<file path="src/hw/odspi_cfg.svh">
// timing and field constants for the octal driver serial slave
`ifndef ODSPI_CFG_SVH
`define ODSPI_CFG_SVH
`define ODSPI_CH_N         8
`define ODSPI_FRAME8_BITS  8
`define ODSPI_FRAME16_BITS 16
`define ODSPI_CMD_SET_OUT  7'h00
`define ODSPI_CMD_SET_PP   7'h01
`define ODSPI_CMD_SET_OL   7'h02
`define ODSPI_CMD_SET_CFG  7'h03
`define ODSPI_CMD_READ     7'h20
`define ODSPI_CMD_STATUS   7'h30
`define ODSPI_REG_OL       3'h4
`define ODSPI_REG_TH       3'h5
`define ODSPI_REG_GLOB     3'h6
`define ODSPI_REG_OV       3'h7
`define ODSPI_RST_BYTE     8'h00
`define ODSPI_CLKERR_BIT   4
`endif

</file>
<file path="src/hw/odspi_pkg.sv">
// types shared by the octal driver serial slave
package odspi_pkg;
  typedef enum logic [1:0] {
    ODSPI_DIRECT8,
    ODSPI_DIRECT16,
    ODSPI_COMMAND
  } odspi_mode_type;

  typedef struct packed {
    logic [7:0] open_load;
    logic [7:0] thermal;
    logic [7:0] global_flt;
    logic [7:0] above_7v;
    logic [7:0] slow_mode;
    logic [7:0] overvolt;
    logic       global_fault;
  } odspi_status_type;

  typedef struct packed {
    logic [7:0] level;
    logic [7:0] push_pull;
    logic [7:0] open_load_en;
    logic [7:0] config_reg;
  } odspi_settings_type;

  typedef struct packed {
    logic [7:0] open_load;
    logic [7:0] thermal;
    logic [7:0] global_flt;
  } odspi_faults_type;
endpackage : odspi_pkg

</file>
<file path="src/hw/odspi_sync.sv">
// two flip-flop synchroniser for the serial pins
module odspi_sync (
  input  wire logic sys_clk,
  input  wire logic srst,
  input  wire logic async_in,
  output logic      sync_out
);
  typedef struct packed {
    logic meta;
    logic stable;
  } odspi_sync_state_type;

  odspi_sync_state_type state_q;
  odspi_sync_state_type state_d;

  always_comb
  begin
    state_d.meta   = async_in;
    state_d.stable = state_q.meta;
  end

  always_ff @(posedge sys_clk)
  begin
    if (srst)
      state_q <= '0;
    else
      state_q <= state_d;
  end

  assign sync_out = state_q.stable;
endmodule : odspi_sync

</file>
<file path="src/hw/odspi_flt_latch.sv">
// sticky fault registers, set wins over clear
module odspi_flt_latch (
  input  wire logic                      sys_clk,
  input  wire logic                      srst,
  input  wire logic                      enable,
  input  wire odspi_pkg::odspi_faults_type live,
  input  wire logic                      clear,
  output odspi_pkg::odspi_faults_type    latched
);
  odspi_pkg::odspi_faults_type state_q;
  odspi_pkg::odspi_faults_type state_d;

  always_comb
  begin
    state_d = clear ? '0 : state_q;
    if (enable)
      state_d = state_d | live;
  end

  always_ff @(posedge sys_clk)
  begin
    if (srst)
      state_q <= '0;
    else
      state_q <= state_d;
  end

  assign latched = state_q;
endmodule : odspi_flt_latch

</file>
<file path="src/hw/odspi_slave.sv">
// serial control and diagnostics slave of the octal output driver
// Operation
// sample input on rise, shift on fall
// master idles clock low
// output driven only during chip-select low
// output settings applied at frame end
// status snapshot at frame start
// direct mode needs serial setting pin
// direct 8-bit framing select
// direct 16-bit framing select
// 8-bit data sets level or mode
// direct modes return per-channel fault
// 16-bit level plus driver mode
// 16-bit config pairs, levels kept
// 16-bit status: above 7v or slow
// parallel mode uses input pins
// command frames are sixteen bits
// command answer follows previous command
// parallel command config only on variant
// fault bits latch on live fault; code latches only while mode is ODSPI_COMMAND
// clear bit clears all fault registers
// global fault latched in serial command
// daisy chain echoes input frame later
// clear at frame end unless error
// command byte decode
// read register command returns value
// msb first, exact clock count
module odspi_slave (
  input  wire logic                         sys_clk,
  input  wire logic                         srst,
  input  wire logic                         spi_clk,
  input  wire logic                         spi_cs_n,
  input  wire logic                         spi_sdi,
  output logic                              spi_sdo,
  output logic                              spi_sdo_oe_n,
  input  wire logic                         serial_setting_select,
  input  wire logic                         command_mode_select,
  input  wire logic                         config_select,
  input  wire logic                         frame16_select,
  input  wire logic                         global_openload_enable,
  input  wire logic                         parallel_config_allowed,
  input  wire logic [7:0]                   parallel_in,
  input  wire odspi_pkg::odspi_status_type  live_status,
  output logic [7:0]                        high_side_switch,
  output logic [7:0]                        low_side_switch,
  output logic [7:0]                        push_pull,
  output logic [7:0]                        open_load,
  output logic [7:0]                        config_out,
  output logic                              global_fault_n,
  output logic                              frame_error
);
  `include "odspi_cfg.svh"

  typedef struct packed {
    logic                          clk_prev;
    logic                          cs_prev;
    logic                          active;
    odspi_pkg::odspi_mode_type     mode;
    logic [4:0]                    count;
    logic [15:0]                   rx;
    logic [15:0]                   tx;
    logic [15:0]                   echo;
    logic                          sdo;
    logic                          sdo_oe_n;
    logic                          first_echo;
    logic [6:0]                    last_cmd;
    logic [2:0]                    last_idx;
    odspi_pkg::odspi_settings_type set;
    logic                          gflt_latch;
    logic                          ferr;
    logic [7:0]                    hs;
    logic [7:0]                    ls;
    logic [7:0]                    pp_out;
    logic [7:0]                    ol_out;
    logic                          gflt_n;
  } odspi_state_type;

  odspi_state_type state_q;
  odspi_state_type state_d;
  logic            clk_s;
  logic            cs_s;
  logic            sdi_s;
  logic            clear_pulse;
  odspi_pkg::odspi_faults_type live_faults;
  odspi_pkg::odspi_faults_type latched;

  odspi_sync u_sync_clk (.sys_clk(sys_clk), .srst(srst), .async_in(spi_clk),  .sync_out(clk_s));
  odspi_sync u_sync_cs  (.sys_clk(sys_clk), .srst(srst), .async_in(spi_cs_n), .sync_out(cs_s));
  odspi_sync u_sync_sdi (.sys_clk(sys_clk), .srst(srst), .async_in(spi_sdi),  .sync_out(sdi_s));

  assign live_faults.open_load  = live_status.open_load;
  assign live_faults.thermal    = live_status.thermal;
  assign live_faults.global_flt = live_status.global_flt;

  odspi_flt_latch u_latch (
    .sys_clk (sys_clk),
    .srst    (srst),
    .enable  (state_q.mode == odspi_pkg::ODSPI_COMMAND),
    .live    (live_faults),
    .clear   (clear_pulse),
    .latched (latched)
  );

  function automatic odspi_pkg::odspi_mode_type pick_mode(input logic ser, input logic cmd,
                                                          input logic f16);
    if (cmd || !ser)
      pick_mode = odspi_pkg::ODSPI_COMMAND;
    else if (f16)
      pick_mode = odspi_pkg::ODSPI_DIRECT16;
    else
      pick_mode = odspi_pkg::ODSPI_DIRECT8;
  endfunction : pick_mode

  function automatic logic [4:0] frame_len(input odspi_pkg::odspi_mode_type m);
    frame_len = (m == odspi_pkg::ODSPI_DIRECT8) ? 5'(`ODSPI_FRAME8_BITS)
                                                 : 5'(`ODSPI_FRAME16_BITS);
  endfunction : frame_len

  logic        cs_fall;
  logic        cs_rise;
  logic        clk_rise;
  logic        clk_fall;
  logic [7:0]  fault_rt;
  logic [7:0]  level_rt;
  logic        cfg_ok;
  logic        good;

  always_comb
  begin
    state_d     = state_q;
    clear_pulse = 1'b0;
    cs_fall     = state_q.cs_prev && !cs_s;
    cs_rise     = !state_q.cs_prev && cs_s;
    clk_rise    = !state_q.clk_prev && clk_s && !cs_s;
    clk_fall    = state_q.clk_prev && !clk_s && !cs_s;
    fault_rt    = live_status.thermal | live_status.open_load;
    level_rt    = config_select ? live_status.slow_mode : live_status.above_7v;
    cfg_ok      = serial_setting_select || parallel_config_allowed;
    good        = state_q.count == frame_len(state_q.mode);
    state_d.clk_prev = clk_s;
    state_d.cs_prev  = cs_s;

    if (cs_fall)
    begin
      state_d.active     = 1'b1;
      state_d.mode       = pick_mode(serial_setting_select, command_mode_select,
                                     frame16_select);
      state_d.count      = '0;
      state_d.sdo_oe_n   = 1'b0;
      state_d.first_echo = 1'b1;
      // snapshot of status for this frame
      if (state_d.mode == odspi_pkg::ODSPI_DIRECT8)
        state_d.tx = {fault_rt, 8'h00};
      else if (state_d.mode == odspi_pkg::ODSPI_DIRECT16)
        state_d.tx = {fault_rt, level_rt};
      else if (state_q.last_cmd == `ODSPI_CMD_READ)
      begin
        case (state_q.last_idx)
          3'h0:            state_d.tx = {8'h00, state_q.set.level};
          3'h1:            state_d.tx = {8'h00, state_q.set.push_pull};
          3'h2:            state_d.tx = {8'h00, state_q.set.open_load_en};
          3'h3:            state_d.tx = {8'h00, state_q.set.config_reg};
          `ODSPI_REG_OL:   state_d.tx = {live_status.open_load, latched.open_load};
          `ODSPI_REG_TH:   state_d.tx = {live_status.thermal, latched.thermal};
          `ODSPI_REG_GLOB: state_d.tx = {live_status.global_flt, latched.global_flt};
          default:         state_d.tx = {live_status.overvolt, 8'h00};
        endcase
      end
      else
        state_d.tx = {fault_rt, level_rt};
      state_d.sdo = state_d.tx[15];
      state_d.tx  = {state_d.tx[14:0], 1'b0};
    end

    if (state_q.active && clk_rise)
    begin
      state_d.rx    = {state_q.rx[14:0], sdi_s};
      // saturate so an overlong frame never wraps back to a legal count
      if (state_q.count != '1)
        state_d.count = state_q.count + 5'h01;
    end

    if (state_q.active && clk_fall)
    begin
      // after one full frame the chain echo replaces the status
      if (state_q.count == frame_len(state_q.mode) && state_q.first_echo)
      begin
        state_d.first_echo = 1'b0;
        state_d.echo       = (state_q.mode == odspi_pkg::ODSPI_DIRECT8) ?
                             {state_q.rx[7:0], 8'h00} : state_q.rx;
      end
      if (state_q.count >= frame_len(state_q.mode))
      begin
        state_d.sdo  = state_d.echo[15];
        state_d.echo = {state_d.echo[14:0], 1'b0};
      end
      else
      begin
        state_d.sdo = state_q.tx[15];
        state_d.tx  = {state_q.tx[14:0], 1'b0};
      end
    end

    if (cs_rise && state_q.active)
    begin
      state_d.active   = 1'b0;
      state_d.sdo_oe_n = 1'b1;
      state_d.sdo      = 1'b0;
      state_d.ferr     = !good;
      if (good)
      begin
        case (state_q.mode)
          odspi_pkg::ODSPI_DIRECT8:
          begin
            if (config_select)
              state_d.set.push_pull = state_q.rx[7:0];
            else
              state_d.set.level = state_q.rx[7:0];
          end
          odspi_pkg::ODSPI_DIRECT16:
          begin
            for (int i = 0; i < 8; i++)
            begin
              if (!config_select)
              begin
                state_d.set.level[i]     = state_q.rx[2*i+1];
                state_d.set.push_pull[i] = state_q.rx[2*i];
              end
              else if (state_q.rx[2*i+1 -: 2] != 2'b11)
              begin
                state_d.set.push_pull[i]    = state_q.rx[2*i];
                state_d.set.open_load_en[i] = state_q.rx[2*i+1];
              end
            end
          end
          default:
          begin
            state_d.last_cmd = state_q.rx[14:8];
            state_d.last_idx = state_q.rx[2:0];
            clear_pulse      = state_q.rx[15];
            case (state_q.rx[14:8])
              `ODSPI_CMD_SET_OUT: state_d.set.level = state_q.rx[7:0];
              `ODSPI_CMD_SET_PP:
                if (cfg_ok) state_d.set.push_pull = state_q.rx[7:0];
              `ODSPI_CMD_SET_OL:
                if (cfg_ok) state_d.set.open_load_en = state_q.rx[7:0];
              `ODSPI_CMD_SET_CFG:
                if (cfg_ok) state_d.set.config_reg = state_q.rx[7:0];
              default: ;
            endcase
            if (state_q.rx[15])
              state_d.gflt_latch = 1'b0;
          end
        endcase
      end
    end

    // global fault latched only in serial command mode
    if (serial_setting_select && command_mode_select)
      state_d.gflt_latch = state_d.gflt_latch | live_status.global_fault;
    else
      state_d.gflt_latch = live_status.global_fault;

    // drivers: serial level follows the frame-end settings, parallel level follows parallel_in
    for (int i = 0; i < 8; i++)
    begin
      logic lvl;
      logic ppm;
      lvl = serial_setting_select ? state_q.set.level[i] : parallel_in[i];
      ppm = state_q.set.push_pull[i];
      state_d.hs[i]     = lvl;
      state_d.ls[i]     = !lvl && ppm;
      state_d.pp_out[i] = ppm;
      state_d.ol_out[i] = !ppm && (state_q.set.open_load_en[i] || global_openload_enable);
    end
    state_d.gflt_n = !state_q.gflt_latch;
  end

  always_ff @(posedge sys_clk)
  begin
    if (srst)
    begin
      state_q          <= '0;
      state_q.sdo_oe_n <= 1'b1;
      state_q.gflt_n   <= 1'b1;
      state_q.mode     <= odspi_pkg::ODSPI_DIRECT8;
    end
    else
      state_q <= state_d;
  end

  assign spi_sdo          = state_q.sdo;
  assign spi_sdo_oe_n     = state_q.sdo_oe_n;
  assign high_side_switch = state_q.hs;
  assign low_side_switch  = state_q.ls;
  assign push_pull        = state_q.pp_out;
  assign open_load        = state_q.ol_out;
  assign config_out       = state_q.set.config_reg;
  assign global_fault_n   = state_q.gflt_n;
  assign frame_error      = state_q.ferr;
endmodule : odspi_slave

</file>
<file path="config.mk">
export PLATFORM = sky130hd
export DESIGN_NAME = odspi_slave
export DESIGN_NICKNAME = d
export VERILOG_FILES = /design/src/hw/odspi_pkg.sv /design/src/hw/odspi_sync.sv /design/src/hw/odspi_flt_latch.sv /design/src/hw/odspi_slave.sv
export VERILOG_INCLUDE_DIRS = /design/src /design/src/hw
export SDC_FILE = /design/constraint.sdc
export NUM_CORES = 1
export LEC_CHECK = 0
export ABC_AREA = 1
export BUFFER_PORTS_ARGS = -buffer_cell sky130_fd_sc_hd__buf_2
export CAP_MARGIN = 20
export CORE_UTILIZATION = 30
export CTS_BUF_LIST = sky130_fd_sc_hd__clkbuf_4
export DETAILED_ROUTE_END_ITERATION = 7
export PLACE_DENSITY = 0.54
export SKIP_CTS_REPAIR_TIMING = 1
export SLEW_MARGIN = 30
export SYNTH_ARGS = -nofsm -noshare
export SYNTH_HDL_FRONTEND = slang
export SYNTH_SLANG_ARGS = --single-unit
</file>
<file path="constraint.sdc">
create_clock -name sys_clk -period 4.9 [get_ports sys_clk]
set_input_delay 0.49 -clock sys_clk [delete_from_list [all_inputs] [get_ports sys_clk]]
set_output_delay 0.49 -clock sys_clk [all_outputs]
set_load 0.02 [all_outputs]
</file>
==> run summary, run 1 <==
After detailed routing, the average wire length per cell comes to 15.3 µm. In this run, synthesis produced a sequential element count of 168. The post-synth net total came out at 1,351. Sort of element at the end of the critical path: a register. The combinational family with the most area after synthesis is simple AND/OR/NAND/NOR gates. The highest attainable clock frequency is 367 MHz. Synthesis produced a netlist whose cell count is 1,278. The switching power share of the total was 0.284; the clock network fraction of design power was 0.342. Along the worst path, the maximum fanout reaches 32. For the clock latency of the later-clocked register in the worst-skew pair, the log shows 0.57 ns.

The synthesized-area fraction occupied by and/or/nand/nor cells came out at 0.328. The count of final max-slew check failures was 0; the synthesis-to-layout area growth was 8.74%. STA puts the critical path data arrival time at 3.21 ns. Walking the worst path, the cells encountered are nor2_4 > ha_1 > inv_1 > nor2_1 > nor2_1 > nand2_1 > nor2_4 > inv_2 > o21ai_0 > a21oi_1. The weighted congestion at the end of routability-driven global placement is 0.823, and the remaining antenna violation count after routing is 0. The worst register-to-register path has a setup slack of 2.17 ns. The share of post-route cells with drive strength above 1 was 0.144. The tools report the global-route track usage on met1 as 0.267. Setup repair after global routing left no endpoint under its margin. The compound-cell area share of the yosys netlist came out at 0.144.

The multiplexer share of the synthesized area is 0, and the part of the power in registers is 0.582. Synthesis warning total: 0. The flow ran to the end, and the final reports show no timing, DRC or antenna violations. The global routing usage on met2 came out at 0.267. The run gives 0.372 as the worst-case headroom to the max-slew limit. The layer carrying the most global-route usage is met1. By startpoint and endpoint, the worst setup path is classified as register to register. The number of clock buffers added by TritonCTS is 17. For the post-route total power, the log shows 2.40 mW.

Entering global routing, the biggest net connects 80 pins. The post-synthesis share of cell area spent on full adders, half adders and majority gates is 0.00729. For this run, the slowest stage of the critical path takes 0.48 ns. The cell sitting at the root of the clock tree is a clkbuf_4.

After synthesis, the netlist uses 38 different library cells. The floorplan step defined a die boundary enclosing 29,300 µm². For the pin with the worst max-slew slack, the measured transition is 0.941 ns. After the first detailed-routing iteration, the DRC count stood at 778. For the proportion of synthesized chip area in sequential cells, the log shows 0.392.

The clock net in this run drives a total of 168 sinks. The number of H-tree levels was 4. The estimated wirelength of the detail-placed design is 18.5 mm, and the area used by sequential logic in the layout is 3360 µm².

The deepest clock path buffer count came out at 2. The net load switching power is 0.682 mW, and the maximum vdd ir drop is 137 µV. After synthesis the cells add up to 8580 µm². Dividing the detail-routed via count by the number of cells gives 4.86. The floorplan step defined a core boundary enclosing 27,900 µm². The fraction of the core area covered by cells at the end of the flow was 0.334; the standby leakage power was 4.10 nW.

The total overflow left after global routing is 0. The number of cells after detailed placement is 1,666. The hold violation count in the final report is 0, and the starting density of the core is 0.307.

During I/O placement, the number of pins put on the boundary was 112. In this run the mean area of a mapped cell was 6.71 µm². For this block, the routed nets add up to 25.9 mm of wire. The die is 171 µm wide. STA classifies the critical path startpoint as a register.

For the number of global-route vias before repair, the log shows 7,229. After clock tree synthesis, the clock-pin slew on the worst setup and hold paths is 0.15 ns. The xor/xnor share of the synthesized area was 0; the total setup violations reported at the end of the flow was 0.

The fraction of synthesis flops using an asynchronous set or reset pin came out at 0. The internal cell power came out at 1.72 mW. The run gives 0.180 as the total routing usage reported by global routing. The part of the total power dissipated in combinational logic was 0.075; the final critical path time including I/O delays and setup was 2.73 ns.

The logs give 4120 µm² for the multi-input combinational cell area and 0 for the number of max-capacitance violations reported. For this run, the post-layout net count is 1,380. The run gives 0.0294 as the met3 demand-to-capacity share in global routing.

The first-pass GRT wire length was 40.6 mm. TritonCTS built the clock tree. The first detailed-routing pass took 5 iterations. Across the routed clock network, the largest skew measured is 0.0251 ns. Most instantiated flip-flop cell in the synthesis netlist: dfxtp_1. Leaving out filler cells and counting taps, the final layout contains 1,699.

The floorplan has 61 rows. Among all stages on the critical path, the largest delay is contributed by nor2_4. Summed over all failing endpoints, the final setup total negative slack is 0 ns.

The run gives 1 as the initial antenna violation count. The post-route clock period utilization was 0.556; the fill cell total of the finished layout was 3,161. The routed layout has 8,264 vias.

The power density over cell area works out to 258 nW/µm². The floorplan die height was 171 µm; the number of synthesized flops with an enable pin was 0. Data on the critical path is required at its endpoint by 5.38 ns. Worst hold-check path type: input pin to register. The number of input and output port buffers inserted is 111. For this run, design rule violations remaining after detail routing come to 0.
[per-stage QoR]
step	setup WS [ns]	area, µm²	hold slack, ns
floorplan	2.83	8580	0.366
global placement	2.23	9040	0.391
detailed placement	2.20	9050	0.392
CTS	2.19	9320	0.0603
global route	1.85	9330	0.0563
finish	2.17	9330	0.108
[cell usage after synthesis, types with 3 or more instances]
| master | instances | area (µm²) |
|---|---|---|
| nand2_1 | 318 | 1190 |
| dfxtp_1 | 168 | 3360 |
| nor2_1 | 139 | 522 |
| inv_1 | 117 | 439 |
| a21oi_1 | 98 | 490 |
| o21ai_0 | 92 | 460 |
| nand3_1 | 84 | 420 |
| nand4_1 | 51 | 319 |
| buf_4 | 46 | 345 |
| clkbuf_1 | 31 | 116 |
| buf_2 | 23 | 115 |
| o211ai_1 | 21 | 158 |
| nor3_1 | 18 | 90.1 |
| o21ai_1 | 12 | 60.1 |
| or2_2 | 9 | 56.3 |
| inv_2 | 8 | 30.0 |
| buf_1 | 6 | 22.5 |
| ha_1 | 5 | 62.6 |
| nand2_2 | 4 | 25.0 |
| nor2_2 | 3 | 18.8 |
| nor2_4 | 3 | 33.8 |
[cells by family after synthesis]
group | after synthesis
fa+ha+maj | 5
buf+inv | 235
compound gates | 231
flops | 168
simple gates | 639
[final timing paths]
path                               from                     to  depth (start not counted)
setup / recovery           state_q[134]           state_q[104]                         10
hold / removal                  spi_sdi  u_sync_sdi.state_d[0]                          3
setup reg to reg           state_q[134]           state_q[104]                         10
hold reg to reg   u_sync_clk.state_d[0]    u_sync_clk.sync_out                          2
[final cells by class]
| type | instances | area share |
|---|---|---|
| Clock inverter | 14 | 0.0150 |
| Clock buffer | 18 | 0.0145 |
| Antenna cell | 1 | 0.000268 |
| Inverter | 126 | 0.0507 |
| Tap cell | 378 | 0.0507 |
| Timing Repair Buffer | 119 | 0.0660 |
| Sequential cell | 168 | 0.361 |
| Multi-Input combinational cell | 875 | 0.442 |
[layer usage]
| metal | part of all wire | wire, µm |
|---|---|---|
| met1 | 0.50 | 12900 |
| met5 | 0 | 0 |
| met4 | 0.016 | 427 |
| met3 | 0.053 | 1360 |
| met2 | 0.43 | 11200 |
[power by group through the flow]
stage          combinational (mW)  sequential (mW)  clock, mW
6_report                    0.181             1.40      0.822
4_1_cts                     0.182             1.40      0.848
3_3_place_gp                0.180             1.43          0
3_5_place_dp                0.181             1.43          0
5_1_grt                     0.202             1.40      0.902
2_1_floorplan               0.120             1.43          0
[flip-flops by register name, indices dropped and copies added (netlist names)]
name / count
config_out: 8
frame_error: 1
global_fault_n: 1
high_side_switch: 8
low_side_switch: 8
open_load: 8
push_pull: 8
spi_sdo: 1
spi_sdo_oe_n: 1
state_d: 8
state_q: 86
u_latch.latched: 24
u_sync_clk.state_d: 1
u_sync_clk.sync_out: 1
u_sync_cs.state_d: 1
u_sync_cs.sync_out: 1
u_sync_sdi.state_d: 1
u_sync_sdi.sync_out: 1
[layout by cell type, fill, tap and decap left out, types with 4 or more instances in the layout]
cell type and instances:
a21oi_1 98, buf_2 111, nand2_2 4, o21ai_0 92
nand4_1 51, dfxtp_1 168, o211ai_1 21, o21ai_1 12
nor3_1 18, nand2_1 318, inv_2 9, nor2_4 4
or2_2 9, nand3_1 83, nor2_1 139, clkbuf_4 18
buf_4 8, ha_1 5, inv_1 116
[critical path: cells and delay by family, from the launching register on]
family	cells	cell delay (ns)
buffers and inverters	2	0.48
adder cells (fa/ha/maj)	1	0.35
AND/OR/NAND/NOR	5	1.08
AO/OA/AOI/OAI	2	0.30
flip-flops	1	0.43
Power figures use the tool's default switching activity.
==> inputs of run 2 (changes only) <==
Clock period 4.9 ns to 2.74 ns, I/O delays scaled along.
==> run 2 against run 1 <==
Net effect:
- power grew 85%
- combinational power grew 110%
- wire length grew 0.52%
- register-to-register slack lost 1.9 ns
- core utilization grew 1.9 points
- clock skew grew 0.0059 ns
- clock-buffer cell count shrank 1
- cell count grew 2.9%
- die area is the same
==> run summary, run 2 (synthesis gave the netlist of run 1 again) <==
The run finished with clean final reports. The congestion estimate from routability-driven global placement came to 0.860. The clock passes through at most 2 buffers. Total setup violations reported at the end of the flow: 0. The clock latency of the later-clocked register in the worst-skew pair was 0.57 ns. Max-cap violations in this run came to 0. The clock arrives with 0.0310 ns of skew. The commonest non-fill, non-tap cell in the layout was nand2_1. The logs give 61 for the placement row count and 3.22 ns for the data required time at the worst endpoint. The wire length on met2 is 11.3 mm. The analysis attributes to cell leakage a power of 4.33 nW. For this design the ratio of total power to cell area is 451 nW/µm². The number of detailed-route iterations in the first pass is 5. For the maximum vdd ir drop, the log shows 296 µV.

Counting both buffers and inverters, the worst setup path holds a total of 0. The total area inside the core boundary comes to 27,900 µm². The family of cells with the greatest summed delay on the critical path was simple AND/OR/NAND/NOR gates. The worst register-to-register path has a setup slack of 0.23 ns. Final-layout worst hold slack: 0.0651 ns.

Setup repair after global routing left no endpoint under its margin. The slew at the pin closest to its max-slew limit is 0.784 ns, and the detailed-route wire length is 26.1 mm. For this design the top-level I/O count stands at 112. The initial antenna violation count was 1. The post-route clock period utilization works out to 0.914.

The worst path setup slack after routing was 0.235 ns; the count of cells along the worst register-to-register path was 9. The logs give 2.98 ns for the data arrival time at the worst-slack endpoint and 0 for the total overflow reported by the global router. The worst hold-check path type was input pin to register.

The register with the most flip-flops in the layout has 86 of them. For this run, the top clock speed supported by timing is 399 MHz. The tools report the launching point of the worst reg2reg path as state_q[134].

The register name with the most flops is state_q. Critical path launch point type: a register. The die is 171 µm tall.

The count of final max-slew check failures was 0. The startpoint identified for the worst hold timing path is live_status[4]. Entering global routing, the biggest net connects 75 pins. TritonCTS built the clock tree.

The tools report the placement-stage cell area as 9130 µm². The area enclosed by the die boundary was 29,300 µm²; the worst slack after detailed placement was 0.277 ns. The setup total negative slack is 0 ns, and the maximum fanout encountered on the critical timing path is 27. Walking the worst path, the cells encountered are nor2_4 > ha_1 > nand3_4 > nor2_8 > nand2_2 > nor2_2 > nand3_1 > o21ai_0 > nor2_1. The first-pass GRT wire length was 39.8 mm; the detailed-routed wire length on met3 was 1.22 mm. The highest layer used for signal routing is met4. The root buffer cell chosen for the clock tree is clkbuf_4. The cell area after layout is 9840 µm². After the first detailed-routing iteration, the DRC count stood at 692. For this block, wires on met1 add up to 12.9 mm. In this run the remaining antenna-violating nets after routing total 0. The tools report the worst-case headroom to the max-slew limit as 0.474. The width of the die is 171 µm. The count of vias placed by the detailed router was 8,400. Compared with the post-synthesis result, the final layout area differs by 14.8%. The path with the worst hold slack has its endpoint at state_q[108].

CTS saw 168 sinks. The largest single stage delay on the critical path is 0.49 ns. Wire length per cell after detailed routing: 14.9 µm.

In the routed design, unresolved DRC markers number 0. After legalization and detailed placement, the total HPWL measured 18.7 mm. The largest individual stage delay along the critical path comes from the cell nor2_4. The worst setup path is captured at a register. Clock-pin slew was measured on the worst setup and hold paths at 0.16 ns.

Subtracting the final worst setup slack from the clock period gives 2.51 ns. The net count reported at finish came out at 1,429. The starting density of the core was 0.307.

The critical path class is register to register. The number of buffers added by the clock tree synthesis step is 17, and the number of global-route vias before repair is 7,270. The number of input and output port buffers inserted is 111.

The tools report the worst flop-to-flop path endpoint as state_q[48]. For the fill cell total of the finished layout, the log shows 3,093. The top cell types in the final layout, fill and taps aside, are 318 x nand2_1, 168 x dfxtp_1, 139 x nor2_1, 116 x inv_1, 111 x buf_2.

The hold violation count in the final report is 0, and the share of post-route cells with drive strength above 1 is 0.147. The H-tree was split into 4 levels. Counting instances, the worst hold path has a depth of 5.

The total routing usage reported by global routing was 0.176; the average via count per standard cell was 4.81.
==> run 2: cell type report <==
| type | instances | area, µm² | share of cell area |
|---|---|---|---|
| antenna | 1 | 2.50 | 0.000254 |
| tap | 378 | 473 | 0.0480 |
| sequential | 168 | 3360 | 0.342 |
| clock inverter | 15 | 200 | 0.0203 |
| inverter | 126 | 473 | 0.0480 |
| clock buffer | 17 | 128 | 0.0130 |
| timing repair buffer | 168 | 1090 | 0.111 |
| multi-input combinational | 875 | 4110 | 0.418 |
==> run 2: power breakdown <==
group          internal, mW  switching, mW
Sequential             2.48         0.0189
Combinational         0.146          0.226
Clock                 0.520           1.04
Total                  3.15           1.29
==> run 2: layer usage <==
| layer | up-vias | GRT usage |
|---|---|---|
| met4 | 0 | 0.0551 |
| met2 | 248 | 0.263 |
| li1 | 4286 | - |
| met1 | 3831 | 0.256 |
| met3 | 35 | 0.0264 |
| met5 | - | 0 |
==> run 2: metrics by stage <==
stage / total power [mW] / utilization / cells
3_5_place_dp: 2.88 / 0.327 / 1677
5_1_grt: 4.64 / 0.352 / 1748
2_1_floorplan: 2.77 / - / 1278
4_1_cts: 4.44 / 0.339 / 1709
6_report: 4.44 / 0.352 / 1748
3_3_place_gp: 2.88 / 0.327 / 1677
==> run 2: how the worst max path moves through the flow <==
stage                       from            to  slack, ns  cells after the start
floorplan           state_q[134]  state_q[108]       0.67                     12
global placement    state_q[134]   state_q[49]       0.36                      9
detailed placement  state_q[134]   state_q[50]       0.28                      9
CTS                 state_q[134]   state_q[49]       0.27                      9
global route        state_q[134]   state_q[49]       0.02                      9
finish              state_q[134]   state_q[48]       0.23                      9
==> run 2: worst register-to-register path: cells and delay by family, from the launching register on <==
family / cells / cell delay, ns
AND/OR/NAND/NOR: 7 / 1.54
flip-flops: 1 / 0.42
adder cells (fa/ha/maj): 1 / 0.27
AO/OA/AOI/OAI: 1 / 0.19
==> inputs of run 3 (changes only) <==
Settings changed: CORE_ASPECT_RATIO from default to 2.
==> run 3 against run 2 <==
Net effect:
- sequential share of layout area grew 0.26 points
- critical path depth up 2
- cell count decreased by 1.4%
- global-route usage is 1.5 points higher
- register-to-register slack better by 0.08 ns
- core utilization decreased by 0.59 points
- power about the same
- critical endpoint is now state_q[95]
- highest routed layer is now met5
==> run summary, run 3 (synthesis gave the netlist of run 1 again) <==
The worst setup path is launched from a register. The logs give 244 µV for the maximum vdd ir drop and 0 for the number of max-capacitance violations reported. Including well taps, the total number of placed cells is 1,653.

The register name with the most flops is state_q. The data arrival time at the worst-slack endpoint is 2.96 ns. Commonest non-fill, non-tap cell in the layout: nand2_1. The worst hold-check path type is input pin to register.

Compared with the post-synthesis result, the final layout area differs by 13.9%. The clock tree synthesis step divided the H-tree into 4 levels. The run gives 0.190 as the total routing usage reported by global routing. For this run, the top clock speed supported by timing is 411 MHz. The floorplan die height was 241 µm. At the later pin of the worst-skew pair, clock insertion delay measures 0.62 ns. The die covers 29,300 µm². Clock tree synthesis inserted a total of 17 buffers.

Tracing the worst setup path back leads to its startpoint at state_q[134]. The total overflow reported by the global router came out at 0. The run finished with clean final reports.

During I/O placement, the number of pins put on the boundary was 112. Leaving out fill and tap cells, the most frequent cells in the layout are 318 x nand2_1, 168 x dfxtp_1, 139 x nor2_1, 116 x inv_1, 111 x buf_2. After the last flow step, the layout net total stands at 1,427. The sort of element at the end of the critical path is a register. Clock-pin slew was measured on the worst setup and hold paths at 0.15 ns. Entering global routing, the biggest net connects 80 pins.

The tools report the worst flop-to-flop path endpoint as state_q[95]. The tools report the worst slack after detailed placement as 0.327 ns. Dividing the detail-routed via count by the number of cells gives 4.87. The slew at the pin closest to its max-slew limit was 0.906 ns; the remaining antenna violation count after routing was 0. The tools report the data required time at the worst endpoint as 3.27 ns. The post-route total power is 4.44 mW.

The count of cells along the worst register-to-register path is 11. Launching point of the worst reg2reg path: state_q[134]. The congestion estimate from routability-driven global placement came to 0.891. The run gives 9770 µm² as the cell area after layout.

The worst clock skew is 0.0241 ns, and the reg-to-reg setup timing slack is 0.31 ns. The tools report the initial antenna violation count as 2. CTS placed an instance of clkbuf_4 at the clock tree root.

The run gives 7,677 as the number of global-route vias before repair. The pre-antenna-repair detailed-routing pass consisted of 8 iterations. The worst-case headroom to the max-slew limit was 0.396. Setup violations remaining at the end of the flow were counted as 0. The clock period could shrink to 2.43 ns.

The maximum fanout encountered on the critical timing path is 32. The worst hold path was traced through 5 stages. The number of input and output port buffers inserted is 111, and the worst path setup slack after routing is 0.310 ns. The detailed-route wire length was 27.8 mm; the maximum single-stage delay on the critical path was 0.49 ns. Once layout is complete, the cells apart from fillers number 1,724. The share of post-route cells with drive strength above 1 is 0.145.

The slowest stage of the critical path belongs to the cell nor2_4. The placed instances occupy a cell area of 9090 µm². For the starting density of the core, the log shows 0.304. In the routed design, unresolved DRC markers number 0. TritonCTS built the clock tree.

Measured along the x axis, the die boundary spans 122 µm. After the first detailed-routing iteration, the DRC count stood at 513. Critical path class: register to register. The tightest hold path in the finished design has a slack of 0.0305 ns. The critical path ends at state_q[95]. Deepest clock path buffer count: 2. The first global-routing pass estimated 41.8 mm of wire.

The run gives 8,404 as the count of vias placed by the detailed router. The setup total negative slack is 0 ns. For the count of final max-slew check failures, the log shows 0. The logs give 0.347 for the fraction of the core area covered by cells at the end of the flow and 0 for the hold violation count in the final report. The run gives 87 as the placement row count. The number of clock sinks is 168, and the post-route clock period utilization is 0.887. The layout has 3,070 filler cells. Setup repair after global routing left no endpoint under its margin.

The power density over cell area was 454 nW/µm²; the estimated wirelength of the detail-placed design was 20.8 mm. The register with the most flip-flops in the layout has 86 of them. Counting stages on the worst path, the most repeated cell is nand2_1. The wire length per cell after detailed routing came out at 16.1 µm. The critical path goes through nor2_4 > ha_1 > nand2_1 > nor2_1 > nand2_1 > nand2_1 > nor2_4 > inv_2 > nor2_1 > o21ai_0 > inv_1. The tools report the standby leakage power as 4.31 nW. The floorplan step defined a core boundary enclosing 28,200 µm².
==> run 3: area by class of cell <==
cell class | count | area, µm² | share of cell area
Antenna cell | 1 | 2.50 | 0.000256
Sequential cell | 168 | 3360 | 0.344
Multi-Input combinational cell | 875 | 4110 | 0.421
Tap cell | 356 | 445 | 0.0456
Timing Repair Buffer | 166 | 1080 | 0.110
Clock buffer | 18 | 135 | 0.0138
Inverter | 126 | 473 | 0.0484
Clock inverter | 14 | 160 | 0.0164
==> run 3: how the worst min path moves through the flow <==
stage	from	end	slack, ns
3_5_place_dp	state_q[34]	global_fault_n	0.39
3_3_place_gp	state_q[34]	global_fault_n	0.39
2_1_floorplan	state_q[34]	global_fault_n	0.37
6_report	live_status[4]	state_q[108]	0.03
4_1_cts	spi_sdi	u_sync_sdi.state_d[0]	-0.20
5_1_grt	frame16_select	state_q[133]	0.01
==> run 3: where the power goes <==
part           leakage, nW  switching, mW  internal (mW)  total, mW
clock network        0.154          0.987          0.574       1.56
logic                 2.79          0.228          0.144      0.372
registers             1.36         0.0203           2.48       2.50
==> run 3: per-layer routing <==
metal,up-vias,global-route usage,wire length [µm]
li1,4271,-,-
met1,3822,0.189,10100
met2,231,0.351,14900
met3,78,0.0350,998
met4,2,0.130,1780
met5,-,0,13
==> run 3: worst max-delay path: cells and delay by family (launching register included) <==
family                   cells  cell delay [ns]
AO/OA/AOI/OAI                1             0.17
adder cells (fa/ha/maj)      1             0.27
buffers and inverters        2             0.42
flip-flops                   1             0.42
AND/OR/NAND/NOR              7             1.06
